## src/ulsc_pkg.sv

```systemverilog
// package: register map, field positions and timing constants for the line status/control block
package ulsc_pkg;

  // ----------------------------------------------------------------
  // register map (byte addresses on the bus)
  // ----------------------------------------------------------------
  localparam logic [7:0] ADDR_STATUS_TWO = 8'h00; // line_status_two
  localparam logic [7:0] ADDR_CONTROL_THREE = 8'h04; // line_control_three
  localparam logic [7:0] ADDR_AUX_CONTROL = 8'h08; // mode and irq enable bits
  localparam logic [7:0] ADDR_AUX_STATUS = 8'h0C; // receive-side flags, read only

  // ----------------------------------------------------------------
  // line_status_two fields
  // ----------------------------------------------------------------
  localparam int S2_BRK_FLAG = 7;
  localparam int S2_EDGE_FLAG = 6;
  localparam int S2_RX_FLIP = 4;
  localparam int S2_WAKE_IDLE = 3;
  localparam int S2_LONG_BRK = 2;
  localparam int S2_BRK_DET_EN = 1;
  localparam int S2_RX_ACTIVE = 0;
  localparam logic [7:0] S2_RESET = 8'h00;

  // ----------------------------------------------------------------
  // line_control_three fields
  // ----------------------------------------------------------------
  localparam int C3_RX_NINTH = 7;
  localparam int C3_TX_NINTH = 6;
  localparam int C3_PIN_DIR = 5;
  localparam int C3_TX_FLIP = 4;
  localparam int C3_OVR_IE = 3;
  localparam int C3_NOISE_IE = 2;
  localparam int C3_FRAME_IE = 1;
  localparam int C3_PARITY_IE = 0;
  localparam logic [7:0] C3_RESET = 8'h00;

  // ----------------------------------------------------------------
  // aux control fields
  // ----------------------------------------------------------------
  localparam int AX_NINE_BIT = 0;
  localparam int AX_LOOP = 1;
  localparam int AX_RX_SRC = 2;
  localparam int AX_STANDBY = 3;
  localparam int AX_BRK_IE = 4;
  localparam int AX_EDGE_IE = 5;
  localparam logic [7:0] AX_RESET = 8'h00;

  // ----------------------------------------------------------------
  // timing: bit times in a frame
  // ----------------------------------------------------------------
  localparam logic [3:0] FRAME_BITS_8 = 4'hA; // 10 bit times
  localparam logic [3:0] BRK_SHORT = 4'hA; // 10 bit times
  localparam logic [3:0] BRK_LONG = 4'hD; // 13 bit times
  localparam logic [3:0] DET_SHORT = 4'hA; // 10 bit times
  localparam logic [3:0] DET_LONG = 4'hB; // 11 bit times

  // receive-side error flags from the main receiver
  typedef struct packed {
    logic overrun;
    logic noise;
    logic framing;
    logic parity;
  } ulsc_err_type;

endpackage : ulsc_pkg

```

## src/ulsc_top.sv

```systemverilog
// module: secondary status/control logic of the serial line, with an AHB-Lite slave
//
// Contract
// - break seen with detect enabled sets bit 7
// - active receive edge sets bit 6
// - receive inversion applies to whole frame
// - standby idle sets idle only if enabled
// - long break select lengthens transmitted break
// - framing detection ignores break length select
// - detect enable raises break threshold one bit
// - detect enable blocks framing and full flags
// - active flag set on start, cleared idle
// - received ninth bit read at bit 7
// - ninth transmit bit joins data on write
// - single-wire direction bit drives transmit pin
// - transmit inversion flips serial output
// - overrun enable gates overrun request
// - noise enable gates noise request
// - framing enable gates framing request
// - parity enable gates parity request
// - transmit inversion covers whole frame
// - frame is 10 or 11 bits
//
// The AHB-Lite register port and the placing of the registers were left to the implementer.
`timescale 1ns/100ps
module ulsc_top (
  input wire logic i_ref_clk,
  input wire logic i_rst_b,
  // ahb-lite slave
  input wire logic i_hsel,
  input wire logic [7:0] i_haddr,
  input wire logic [1:0] i_htrans,
  input wire logic i_hwrite,
  input wire logic [2:0] i_hsize,
  input wire logic [31:0] i_hwdata,
  input wire logic i_hready,
  output logic [31:0] o_hrdata,
  output logic o_hreadyout,
  output logic o_hresp,
  // serial pins
  input wire logic i_rx_pin,
  input wire logic i_tx_pin_in,
  output logic o_tx_pin,
  output logic o_tx_pin_oe,
  // from the main shifters (same clock)
  input wire logic i_bit_tick,
  input wire logic i_tx_raw,
  input wire logic i_tx_busy,
  input wire logic i_rx_start,
  input wire logic i_rx_idle,
  input wire logic i_rx_done,
  input wire logic i_rx_bit9,
  input wire logic i_rx_frame_err,
  input wire ulsc_pkg::ulsc_err_type i_err,
  input wire logic i_data_write,
  input wire logic [7:0] i_data_wr_byte,
  // to the main shifters
  output logic o_rx_line,
  output logic [8:0] o_tx_word,
  output logic o_tx_load,
  output logic [3:0] o_brk_len,
  output logic o_nine_bit,
  output logic o_rx_idle_set,
  output logic o_rx_full_set,
  output logic o_frame_err_set,
  output logic o_irq
);

  // ----------------------------------------------------------------
  // registers
  // ----------------------------------------------------------------
  // software-visible registers
  logic [7:0] s2_q; // line_status_two
  logic [7:0] c3_q; // line_control_three
  logic [7:0] ax_q; // aux control
  // internal state
  logic rx_s1_q, rx_s2_q, rx_s3_q; // receive pin synchroniser and history
  logic [3:0] low_cnt_q; // bit times of low line seen
  logic brk_armed_q; // a break counts once per low stretch
  // transmit hand-off
  logic [8:0] tx_word_q; // word handed to the shifter
  logic tx_load_q;
  // read mux output, combinational
  logic [31:0] rdata_q;

  // bus address phase capture
  logic wr_pend_q;
  logic rd_pend_q;
  logic [7:0] addr_q;
  // valid request, sampled per edge
  logic take;
  assign take = i_hsel && i_hready && i_htrans[1];

  // ----------------------------------------------------------------
  // bus address phase
  // ----------------------------------------------------------------
  // capture one access; the slave always answers in the next cycle
  always_ff @(posedge i_ref_clk or negedge i_rst_b) begin
    if (!i_rst_b) begin
      wr_pend_q <= 1'b0;
      rd_pend_q <= 1'b0;
      addr_q <= 8'h00;
    end else begin
      wr_pend_q <= take && i_hwrite;
      rd_pend_q <= take && !i_hwrite;
      if (take) begin
        addr_q <= i_haddr;
      end
    end
  end

  // registers never stretch a phase
  assign o_hreadyout = 1'b1; // zero wait states
  assign o_hresp = 1'b0; // always okay

  // write strobes, one per writable register
  logic wr_s2, wr_c3, wr_ax;
  assign wr_s2 = wr_pend_q && (addr_q == ulsc_pkg::ADDR_STATUS_TWO);
  assign wr_c3 = wr_pend_q && (addr_q == ulsc_pkg::ADDR_CONTROL_THREE);
  assign wr_ax = wr_pend_q && (addr_q == ulsc_pkg::ADDR_AUX_CONTROL);

  // ----------------------------------------------------------------
  // receive pin conditioning
  // ----------------------------------------------------------------
  // single wire: listen on tx pin
  logic loop_mode, single_wire, rx_src, rx_line;
  assign loop_mode = ax_q[ulsc_pkg::AX_LOOP];
  assign rx_src = ax_q[ulsc_pkg::AX_RX_SRC];
  assign single_wire = loop_mode && rx_src;

  // two flops before use; the third is history for edge detect
  always_ff @(posedge i_ref_clk or negedge i_rst_b) begin
    if (!i_rst_b) begin
      // reset to idle, no false edge
      rx_s1_q <= 1'b1;
      rx_s2_q <= 1'b1;
      rx_s3_q <= 1'b1;
    end else begin
      rx_s1_q <= single_wire ? i_tx_pin_in : i_rx_pin;
      rx_s2_q <= rx_s1_q;
      rx_s3_q <= rx_s2_q;
    end
  end

  // inversion applied once here so every frame part sees it
  assign rx_line = rx_s2_q ^ s2_q[ulsc_pkg::S2_RX_FLIP];
  assign o_rx_line = rx_line;

  // flipping the bit alone is no edge
  logic edge_ev;
  // active edge is a falling edge of the logical line, whatever the inversion
  assign edge_ev = (rx_s3_q ^ s2_q[ulsc_pkg::S2_RX_FLIP]) && !rx_line;

  // ----------------------------------------------------------------
  // break detection
  // ----------------------------------------------------------------
  // mode bits used below
  logic nine, det_en;
  logic [3:0] det_thr;
  logic brk_ev;
  assign nine = ax_q[ulsc_pkg::AX_NINE_BIT];
  assign det_en = s2_q[ulsc_pkg::S2_BRK_DET_EN];
  // threshold in bit times, one more in nine-bit frames
  assign det_thr = (det_en ? ulsc_pkg::DET_LONG : ulsc_pkg::DET_SHORT)
                   + {3'h0, nine};

  // saturates at 15 bit times
  // counts low bit times; cleared on any high sample
  always_ff @(posedge i_ref_clk or negedge i_rst_b) begin
    if (!i_rst_b) begin
      low_cnt_q <= 4'h0;
      brk_armed_q <= 1'b1;
    end else if (rx_line) begin
      low_cnt_q <= 4'h0;
      brk_armed_q <= 1'b1;
    end else if (i_bit_tick && low_cnt_q != 4'hF) begin
      low_cnt_q <= low_cnt_q + 4'h1;
    end else if (brk_ev) begin
      brk_armed_q <= 1'b0;
    end
  end

  // once per low stretch
  assign brk_ev = det_en && brk_armed_q && (low_cnt_q >= det_thr);

  // ----------------------------------------------------------------
  // line_status_two
  // ----------------------------------------------------------------
  // flags: set wins over a write-one clear, a zero write keeps the flag
  always_ff @(posedge i_ref_clk or negedge i_rst_b) begin
    if (!i_rst_b) begin
      s2_q <= ulsc_pkg::S2_RESET;
    end else begin
      // break seen flag
      if (brk_ev) begin
        s2_q[ulsc_pkg::S2_BRK_FLAG] <= 1'b1;
      end else if (wr_s2 && i_hwdata[ulsc_pkg::S2_BRK_FLAG]) begin
        s2_q[ulsc_pkg::S2_BRK_FLAG] <= 1'b0;
      end
      // receive edge flag
      if (edge_ev) begin
        s2_q[ulsc_pkg::S2_EDGE_FLAG] <= 1'b1;
      end else if (wr_s2 && i_hwdata[ulsc_pkg::S2_EDGE_FLAG]) begin
        s2_q[ulsc_pkg::S2_EDGE_FLAG] <= 1'b0;
      end
      // plain control bits
      if (wr_s2) begin
        s2_q[ulsc_pkg::S2_RX_FLIP] <= i_hwdata[ulsc_pkg::S2_RX_FLIP];
        s2_q[ulsc_pkg::S2_WAKE_IDLE] <= i_hwdata[ulsc_pkg::S2_WAKE_IDLE];
        s2_q[ulsc_pkg::S2_LONG_BRK] <= i_hwdata[ulsc_pkg::S2_LONG_BRK];
        s2_q[ulsc_pkg::S2_BRK_DET_EN] <= i_hwdata[ulsc_pkg::S2_BRK_DET_EN];
      end
      // start wins over idle when both arrive together
      if (i_rx_start) begin
        s2_q[ulsc_pkg::S2_RX_ACTIVE] <= 1'b1;
      end else if (i_rx_idle) begin
        s2_q[ulsc_pkg::S2_RX_ACTIVE] <= 1'b0;
      end
    end
  end

  // ----------------------------------------------------------------
  // receiver flag gating
  // ----------------------------------------------------------------
  // receiver owns these flags
  logic standby;
  assign standby = ax_q[ulsc_pkg::AX_STANDBY];
  // idle from a waking character only counts when asked for
  assign o_rx_idle_set = i_rx_idle && (!standby || s2_q[ulsc_pkg::S2_WAKE_IDLE]);
  // break-length select plays no part in framing checks
  assign o_rx_full_set = i_rx_done && !det_en;
  assign o_frame_err_set = i_rx_done && i_rx_frame_err && !det_en;

  // ----------------------------------------------------------------
  // line_control_three and aux control
  // ----------------------------------------------------------------
  // received ninth bit latched with the character, like the data buffer
  always_ff @(posedge i_ref_clk or negedge i_rst_b) begin
    if (!i_rst_b) begin
      c3_q <= ulsc_pkg::C3_RESET;
    end else begin
      // bit 7 is read only
      if (o_rx_full_set && nine) begin
        c3_q[ulsc_pkg::C3_RX_NINTH] <= i_rx_bit9;
      end
      // bits 6:0 from software
      if (wr_c3) begin
        c3_q[6:0] <= i_hwdata[6:0]; // ninth tx bit persists until rewritten
      end
    end
  end

  always_ff @(posedge i_ref_clk or negedge i_rst_b) begin
    if (!i_rst_b) begin
      // all modes off after reset
      ax_q <= ulsc_pkg::AX_RESET;
    end else if (wr_ax) begin
      // bits 7:6 read zero
      ax_q <= {2'h0, i_hwdata[5:0]};
    end
  end

  // ----------------------------------------------------------------
  // transmit word and break length
  // ----------------------------------------------------------------
  // a data write takes the current ninth bit with it
  always_ff @(posedge i_ref_clk or negedge i_rst_b) begin
    if (!i_rst_b) begin
      tx_word_q <= 9'h000;
      tx_load_q <= 1'b0;
    end else begin
      // load follows write by one
      tx_load_q <= i_data_write;
      if (i_data_write) begin
        tx_word_q <= {nine & c3_q[ulsc_pkg::C3_TX_NINTH], i_data_wr_byte};
      end
    end
  end
  assign o_tx_word = tx_word_q;
  assign o_tx_load = tx_load_q;
  // frame length for the shifter
  assign o_nine_bit = nine;

  // +1 bit time in nine-bit frames
  assign o_brk_len = (s2_q[ulsc_pkg::S2_LONG_BRK] ? ulsc_pkg::BRK_LONG
                      : ulsc_pkg::BRK_SHORT) + {3'h0, nine};

  // ----------------------------------------------------------------
  // transmit pin
  // ----------------------------------------------------------------
  // pin drive and polarity
  // inversion sits after the shifter so break and idle flip as well
  assign o_tx_pin = i_tx_raw ^ c3_q[ulsc_pkg::C3_TX_FLIP];
  // single-wire: the direction bit alone decides the drive
  assign o_tx_pin_oe = single_wire ? c3_q[ulsc_pkg::C3_PIN_DIR] : 1'b1;

  // ----------------------------------------------------------------
  // interrupt request
  // ----------------------------------------------------------------
  // level, follows the flags
  // one shared line: poll to find why
  assign o_irq = (i_err.overrun && c3_q[ulsc_pkg::C3_OVR_IE])
               || (i_err.noise && c3_q[ulsc_pkg::C3_NOISE_IE])
               || (i_err.framing && c3_q[ulsc_pkg::C3_FRAME_IE])
               || (i_err.parity && c3_q[ulsc_pkg::C3_PARITY_IE])
               || (s2_q[ulsc_pkg::S2_BRK_FLAG] && ax_q[ulsc_pkg::AX_BRK_IE])
               || (s2_q[ulsc_pkg::S2_EDGE_FLAG] && ax_q[ulsc_pkg::AX_EDGE_IE]);

  // ----------------------------------------------------------------
  // read data
  // ----------------------------------------------------------------
  // unmapped addresses read zero
  always_comb begin
    unique case (addr_q)
      ulsc_pkg::ADDR_STATUS_TWO: rdata_q = {24'h0, s2_q[7:6], 1'b0, s2_q[4:0]};
      ulsc_pkg::ADDR_CONTROL_THREE: rdata_q = {24'h0, c3_q};
      ulsc_pkg::ADDR_AUX_CONTROL: rdata_q = {24'h0, ax_q};
      ulsc_pkg::ADDR_AUX_STATUS: rdata_q = {28'h0, i_err};
      default: rdata_q = 32'h0;
    endcase
  end
  // zero outside a read data phase
  assign o_hrdata = rd_pend_q ? rdata_q : 32'h0;

  // ----------------------------------------------------------------
  // assertions
  // ----------------------------------------------------------------
  // flags and gating
  a_brk_sets_flag: assert property (@(posedge i_ref_clk) disable iff (!i_rst_b)
    brk_ev |=> s2_q[ulsc_pkg::S2_BRK_FLAG])
    else $error("break flag not set");

  a_edge_set_wins: assert property (@(posedge i_ref_clk) disable iff (!i_rst_b)
    (edge_ev && wr_s2) |=> s2_q[ulsc_pkg::S2_EDGE_FLAG])
    else $error("edge flag lost");

  a_zero_keeps_flag: assert property (@(posedge i_ref_clk) disable iff (!i_rst_b)
    (wr_s2 && !i_hwdata[7] && s2_q[7]) |=> s2_q[7])
    else $error("flag cleared by zero");

  a_full_blocked: assert property (@(posedge i_ref_clk) disable iff (!i_rst_b)
    det_en |-> !o_rx_full_set && !o_frame_err_set)
    else $error("flag set while detecting");

  a_active_idle: assert property (@(posedge i_ref_clk) disable iff (!i_rst_b)
    (i_rx_idle && !i_rx_start) |=> !s2_q[0])
    else $error("active flag kept at idle");

  a_standby_idle: assert property (@(posedge i_ref_clk) disable iff (!i_rst_b)
    (standby && !s2_q[3]) |-> !o_rx_idle_set)
    else $error("idle set in standby");

  // transmit side
  a_tx_ninth_load: assert property (@(posedge i_ref_clk) disable iff (!i_rst_b)
    (i_data_write && nine) |=> o_tx_load && o_tx_word[8] == $past(c3_q[6]))
    else $error("ninth bit not loaded");

  a_brk_len_long: assert property (@(posedge i_ref_clk) disable iff (!i_rst_b)
    (s2_q[2] && nine) |-> o_brk_len == 4'hE)
    else $error("long break length wrong");

  // request enables
  a_irq_off: assert property (@(posedge i_ref_clk) disable iff (!i_rst_b)
    (c3_q[3:0] == 4'h0 && ax_q[5:4] == 2'h0) |-> !o_irq)
    else $error("irq without enable");

  // scenarios worth seeing
  c_break_seen: cover property (@(posedge i_ref_clk) disable iff (!i_rst_b) brk_ev);
  c_edge_seen: cover property (@(posedge i_ref_clk) disable iff (!i_rst_b) edge_ev);
  c_tx_load: cover property (@(posedge i_ref_clk) disable iff (!i_rst_b) o_tx_load && nine);

endmodule : ulsc_top

```

## config.mk

```make
export PLATFORM = sky130hd
export DESIGN_NAME = ulsc_top
export DESIGN_NICKNAME = d
export VERILOG_FILES = /design/src/ulsc_pkg.sv /design/src/ulsc_top.sv
export SDC_FILE = /design/constraint.sdc
export NUM_CORES = 1
export LEC_CHECK = 0
export BUFFER_PORTS_ARGS = -buffer_cell sky130_fd_sc_hd__buf_4
export CORE_UTILIZATION = 40
export DETAILED_ROUTE_END_ITERATION = 10
export PLACE_DENSITY = 0.73
export RECOVER_POWER = 100
export SKIP_LAST_GASP = 1
export SLEW_MARGIN = 20
export SYNTH_ARGS = -nofsm -noshare
export SYNTH_HDL_FRONTEND = slang
export SYNTH_SLANG_ARGS = --single-unit
```

## constraint.sdc

```tcl
create_clock -name i_ref_clk -period 2.3 [get_ports i_ref_clk]
set_input_delay 0.575 -clock i_ref_clk [delete_from_list [all_inputs] [get_ports i_ref_clk]]
set_output_delay 0.575 -clock i_ref_clk [all_outputs]
set_load 0.05 [all_outputs]
```

# Word level (Yosys, flattened, before mapping)
# Cells that the tools add are included.
[word_totals]
latch_bits = 0
ramBits = 0
memories = 0
output_inout_bits = 56
mem_bits_ro = 0
reg_bits = 49
[classes]
mux = 17
n_addsub = 3
shifts = 0
n_mul = 0
eq_ne = 5
div = 0
n_bitwise = 4
magnitude_cmp = 1
n_reduce_logical = 42
[op_table]
columns = ["operator", "n"]
rows = [
  ["$pmux W8 S4", 1],
  ["$logic_and A1 B1 Y1", 25],
  ["$eq A8 B4 Y1 const B", 2],
  ["$mux W1", 12],
  ["$reduce_bool A2 Y1", 5],
  ["$add A4 B1 Y4", 2],
  ["$eq A8 B3 Y1 const B", 1],
  ["$logic_not A8 Y1", 1],
  ["$mux W4", 2],
  ["$mux W8", 1],
  ["$logic_or A1 B1 Y1", 6],
  ["$add A4 B1 Y4 const B", 1],
  ["$ge A4 B4 Y1", 1],
  ["$logic_not A1 Y1", 4],
  ["$ne A4 B4 Y1 const B", 1],
  ["$mux W3", 1],
  ["$xor A1 B1 Y1", 3],
  ["$ne A2 B2 Y1 const B", 1],
  ["$reduce_and A2 Y1", 1],
  ["$and A1 B1 Y1", 1],
]

# Depth between registers and ports, before layout
[logic_depth]
ltp_word = 7
depth_mapped = 6
mapped_depth_nobuf = 6

# Worst setup path before layout
# No wires, ideal clock.
[synth_path]
path_type = "reg2out"
startpoint = "register addr_q[5]"
endpoint = "output port o_hrdata[4]"
t_arrival_ns = 2.401
path_buffers = 2
path_stages_with_launch = 6
slack_ns = -0.676
path_cell_list = "dfrtp_1 or4_1 buf_2 or4b_1 buf_2 a21oi_1"
[synth_between]
elab_chain_cells = 3
[synth_lines]
columns = ["element", "line_no", "rtl"]
rows = [
  ["start, declared", "ulsc_top.sv:89", "logic [7:0] addr_q;"],
  ["start signal, assigned", "ulsc_top.sv:107", "addr_q <= i_haddr;"],
  ["$eq A8 B4 Y1 (tied with other cells)", "ulsc_top.sv:314", "unique case (addr_q)"],
  ["$pmux W8 S4 *", "ulsc_top.sv:314", ""],
  ["$mux W8 *", "ulsc_top.sv:323", "assign o_hrdata = rd_pend_q ? rdata_q : 32'h0;"],
  ["end, declared", "ulsc_top.sv:37", "output logic [31:0] o_hrdata,"],
]
# Mark *: on every way between the ends. The rest lies on a longest branch, timed or not.

# Worst setup path after layout
[layout_path]
startpoint = "register addr_q[5]"
endpoint = "output port o_hrdata[7]"
# Same word-level chain as after synthesis.

==> metrics.sh <==
MAXSLEWVIOLCOUNT=0
HOLDCRITPATHCLASS='flip-flop to flip-flop'
WORST_SLEW_PIN_SLEW_NS=1.202
FILLER_CELL_COUNT=545
DRC_VIOLATIONS=0
CLOCK_PATH_BUFFERS=2
INITIAL_UTILIZATION_PCT=42.36
CTS-ROOT-BUF='clkbuf_8'
RRSETUPSLACK_NS=0.16
SYNTHESIS.YOSYS.WARNINGS=0
SETUP.WORST_PATH.CLASS='flip-flop to output port'
GRT_USE_TOTAL_PCT=16.80
PATH_MAX_FANOUT=5
GRT_PASS1_WL_MM=8.445
CRIT_REG_REG_ENDPOINT='s2_q[4]$_DFFE_PN0N_'
DP_HPWL_MM=3.855
SYNTHESIS.AREA_PER_INSTANCE_UM2=11.94
FP.COREAREA_UM2=6061
SYNTH-ASYNC-RESET-RATIO_PCT=100.0
FAILED_CHECKS='setup timing'
WORSTHOLDSTART='rx_s1_q$_DFF_PN1_'
GRT.MET2_USAGE_PCT=28.26
TRITONCTS='done'
MULTI_INPUT_AREA_UM2=1219
FIN_HOLD_WS_NS=0.3714
R2R.WORST_PATH.CELLS=5
CRITICAL_PATH_LAUNCH_POINT_TYPE='flip-flop'
DR_TOTAL_VIAS=1802
R2R_START='addr_q[5]$_DFFE_PN0P_'
NUMBER_OF_BUFFERS_ADDED_BY_THE_CLOCK_TREE_SYNTHESIS_STEP=5
NUMCLOCKSINKS=49
NUMBER_OF_CORE_ROWS=28
SYN_INST=215
DRIVE_ABOVE_1_SHARE_PCT=45.12
PERIOD_NEEDED_NS=2.777
WORSTPATHREQUIRED_NS=1.73
POWER.DENSITY_CELL_AREA_nW_PER_UM2=626.5
PLACE_WORST_SETUP_SLACK_NS=-0.2699
CRITICAL_PATH_BUF_INV_COUNT=2
CP_SLOWEST_STAGE_DELAY_NS=0.54
FIRSTDRTPASSITERS=3
TIMING_LIMITED_MAXIMUM_FREQUENCY_GHz=0.3601
POST_SYNTH_DESIGN_CELL_AREA_UM2=2567
GRT.MET1_USAGE_PCT=20.58
GRT_ANTENNA_BEFORE_REPAIR=0
IO_PINS=129
TIMING_HOLD_VIOLATIONS_FINAL=0
CP_CELL_SEQUENCE='or4_4 > or4b_4 > buf_8 > nor3_4 > buf_6'
FIN_WORST_SKEW_NS=0.01055
CLOCK_TREE.HTREE_LEVEL_COUNT=2
FF_LATCH_COUNT_SYNTH=49
HOLD_PATH_DEPTH=0
OVERFLOW=0
DETAILED_ROUTE_VIAS_PER_INSTANCE=4.844
END_KIND='output port'
YS_TYPES=39
DRT_ITER0_MARKERS=65
CLOCK_LATENCY_NS=0.30
POWER.LEAKAGE_nW=1.590
AREA.GROWTH.SYNTH_TO_FINAL_PCT=28.31
STATUS='finished with violations'
NUMBER_OF_NETS_IN_THE_FINAL_LAYOUT=376
SYNTH_ENABLE_FLOP_CELLS=0
MAXSLEWHEADROOM_PCT=19.87
PLACER_CONGESTION=0.7364
FIN_WS_NS=-0.4767
DIEWIDTH_UM=82.12
FINALCRITPERIODSHARE_PCT=120.7
GRT_MOST_USED_LAYER='met2'
ROUTEDWLPERCELL_UM=13.60
CRIT_FAMILY='simple AND/OR/NAND/NOR gates'
GRT_UTIL_MET3_PCT=4.945
POSTROUTEANTENNANETS=0
CRITICAL_PATH.SLOWEST_CELL='or4_4'
REGISTER_AREA_UM2=1231
CLKTRANSATPATHREGS_NS=0.08
GRT_PASS1_VIAS=1783
FP.DIEH_UM=82.12
SYNTHFLOPTYPE='dfrtp_1'
PORT_BUFFERS=72
REPORT.FINAL.SETUP_VIOL=8
RSZ0062_AT_GRT='yes'
INSERTEDDIODECOUNT=0
CRITPATHARRIVALTIME_NS=2.20
PIN_COUNT_OF_THE_BIGGEST_NET_ENTERING_GLOBAL_ROUTING=50
MIN_TO='rx_s2_q$_DFF_PN1_'
POWER.IR.VDD_WORST_mV=0.4596
DIE_AREA_UM2=6743
MAX-CAP-VIOLATIONS=0
ROUTE.FINAL.WIRE_LENGTH_MM=5.060
YS_SEQ_AREA_SHARE_PCT=47.95
[how the worst max path moves through the flow]
stage / from / endpoint / slack, ns / depth (start not counted)
2_1_floorplan: addr_q[5]$_DFFE_PN0P_ / o_hrdata[6] / -0.36 / 5
3_3_place_gp: addr_q[5]$_DFFE_PN0P_ / o_hrdata[7] / -0.28 / 5
3_5_place_dp: addr_q[5]$_DFFE_PN0P_ / o_hrdata[7] / -0.27 / 5
4_1_cts: addr_q[5]$_DFFE_PN0P_ / o_hrdata[7] / -0.51 / 5
5_1_grt: addr_q[5]$_DFFE_PN0P_ / o_hrdata[7] / -0.56 / 5
6_report: addr_q[5]$_DFFE_PN0P_ / o_hrdata[7] / -0.48 / 5
[stage by stage]
step                total power [mW]  TNS (ns)  area (um^2)  utilization, %  std cells
floorplan                      1.414    -2.132         2731               -        240
global placement               1.540    -1.996         3196           52.73        363
detailed placement             1.553    -1.909         3196           52.73        363
CTS                            2.109    -3.821         3342           55.14        371
global route                   2.174    -4.144         3294           54.36        372
finish                         2.064    -3.624         3294           54.36        372
[repair_timing]
item | CTS | global route
setup endpoints to repair | 8 | 8
hold buffers | 0 | 0
gates resized for setup | 12 | 4
setup buffers | 0 | 1
[Yosys cell counts (6+ instances only)]
library cell / n / share of area (%)
nor2b_1: 7 / 1.7
buf_4: 27 / 7.9
nor2_1: 6 / 0.88
ha_1: 7 / 3.4
a21oi_1: 7 / 1.4
nand3_1: 7 / 1.4
dfrtp_1: 45 / 44
mux2_2: 36 / 16
inv_1: 15 / 2.2
nand2_1: 6 / 0.88
[state kept, by name, summed over array words and instances, names as in the netlist, 4 cells and up]
register / count
ax_q: 6
low_cnt_q: 4
c3_q: 8
addr_q: 8
o_tx_word: 9
s2_q: 6
[power by group]
part / leakage (nW) / switching, mW / internal [mW] / total [mW]
Combinational: 0.916 / 0.327 / 0.193 / 0.519
Clock: 0.0542 / 0.275 / 0.272 / 0.547
Sequential: 0.620 / 0.0647 / 0.933 / 0.997
Total: 1.59 / 0.667 / 1.40 / 2.06
[kinds of logic after synthesis]
kind of cell | count (synthesis) | share of synthesized area, %
and+or+nand+nor | 43 | 10.53
AOI/OAI and AO/OA | 22 | 5.751
adders and majority gates | 7 | 3.411
xor gates and xnor gates | 2 | 0.6824
muxes | 43 | 20.47
buffers and inverters | 47 | 10.92
other | 2 | 0.2925
DFF | 49 | 47.95
[layout by cell type, fill, tap and decap left out, drive strengths merged, types with 2 or more instances in the layout]
cell type  count
a21oi          7
a22oi          3
buf           61
clkbuf        27
conb          27
dfrtp         45
dfstp          4
ha             7
inv           15
mux2          36
mux2i          3
mux4           4
nand2          6
nand3          7
nor2           6
nor2b          7
nor3           6
o21ai          4
or2            3
or4b           2
xor2           2
[worst register-to-register path: cells and delay by family (launching register included)]
kind,cells,cell delay [ns]
AND/OR/NAND/NOR,2,0.98
multiplexers,1,0.39
flip-flops,1,0.38
buffers and inverters,2,0.29
[area by class of cell]
class / count / area share (%)
Sequential cell: 49 / 37.37
Multi-Input combinational cell: 144 / 36.99
Timing Repair Buffer: 81 / 18.00
Clock buffer: 7 / 2.924
Tap cell: 75 / 2.848
Inverter: 15 / 1.709
Clock inverter: 1 / 0.1519
[per-layer routing]
layer	vias to the layer above	share of wire [%]
met2	73	50
met5	-	0
li1	857	-
met1	863	42
met4	0	1.6
met3	9	6.1
Power figures use the tool's default switching activity.
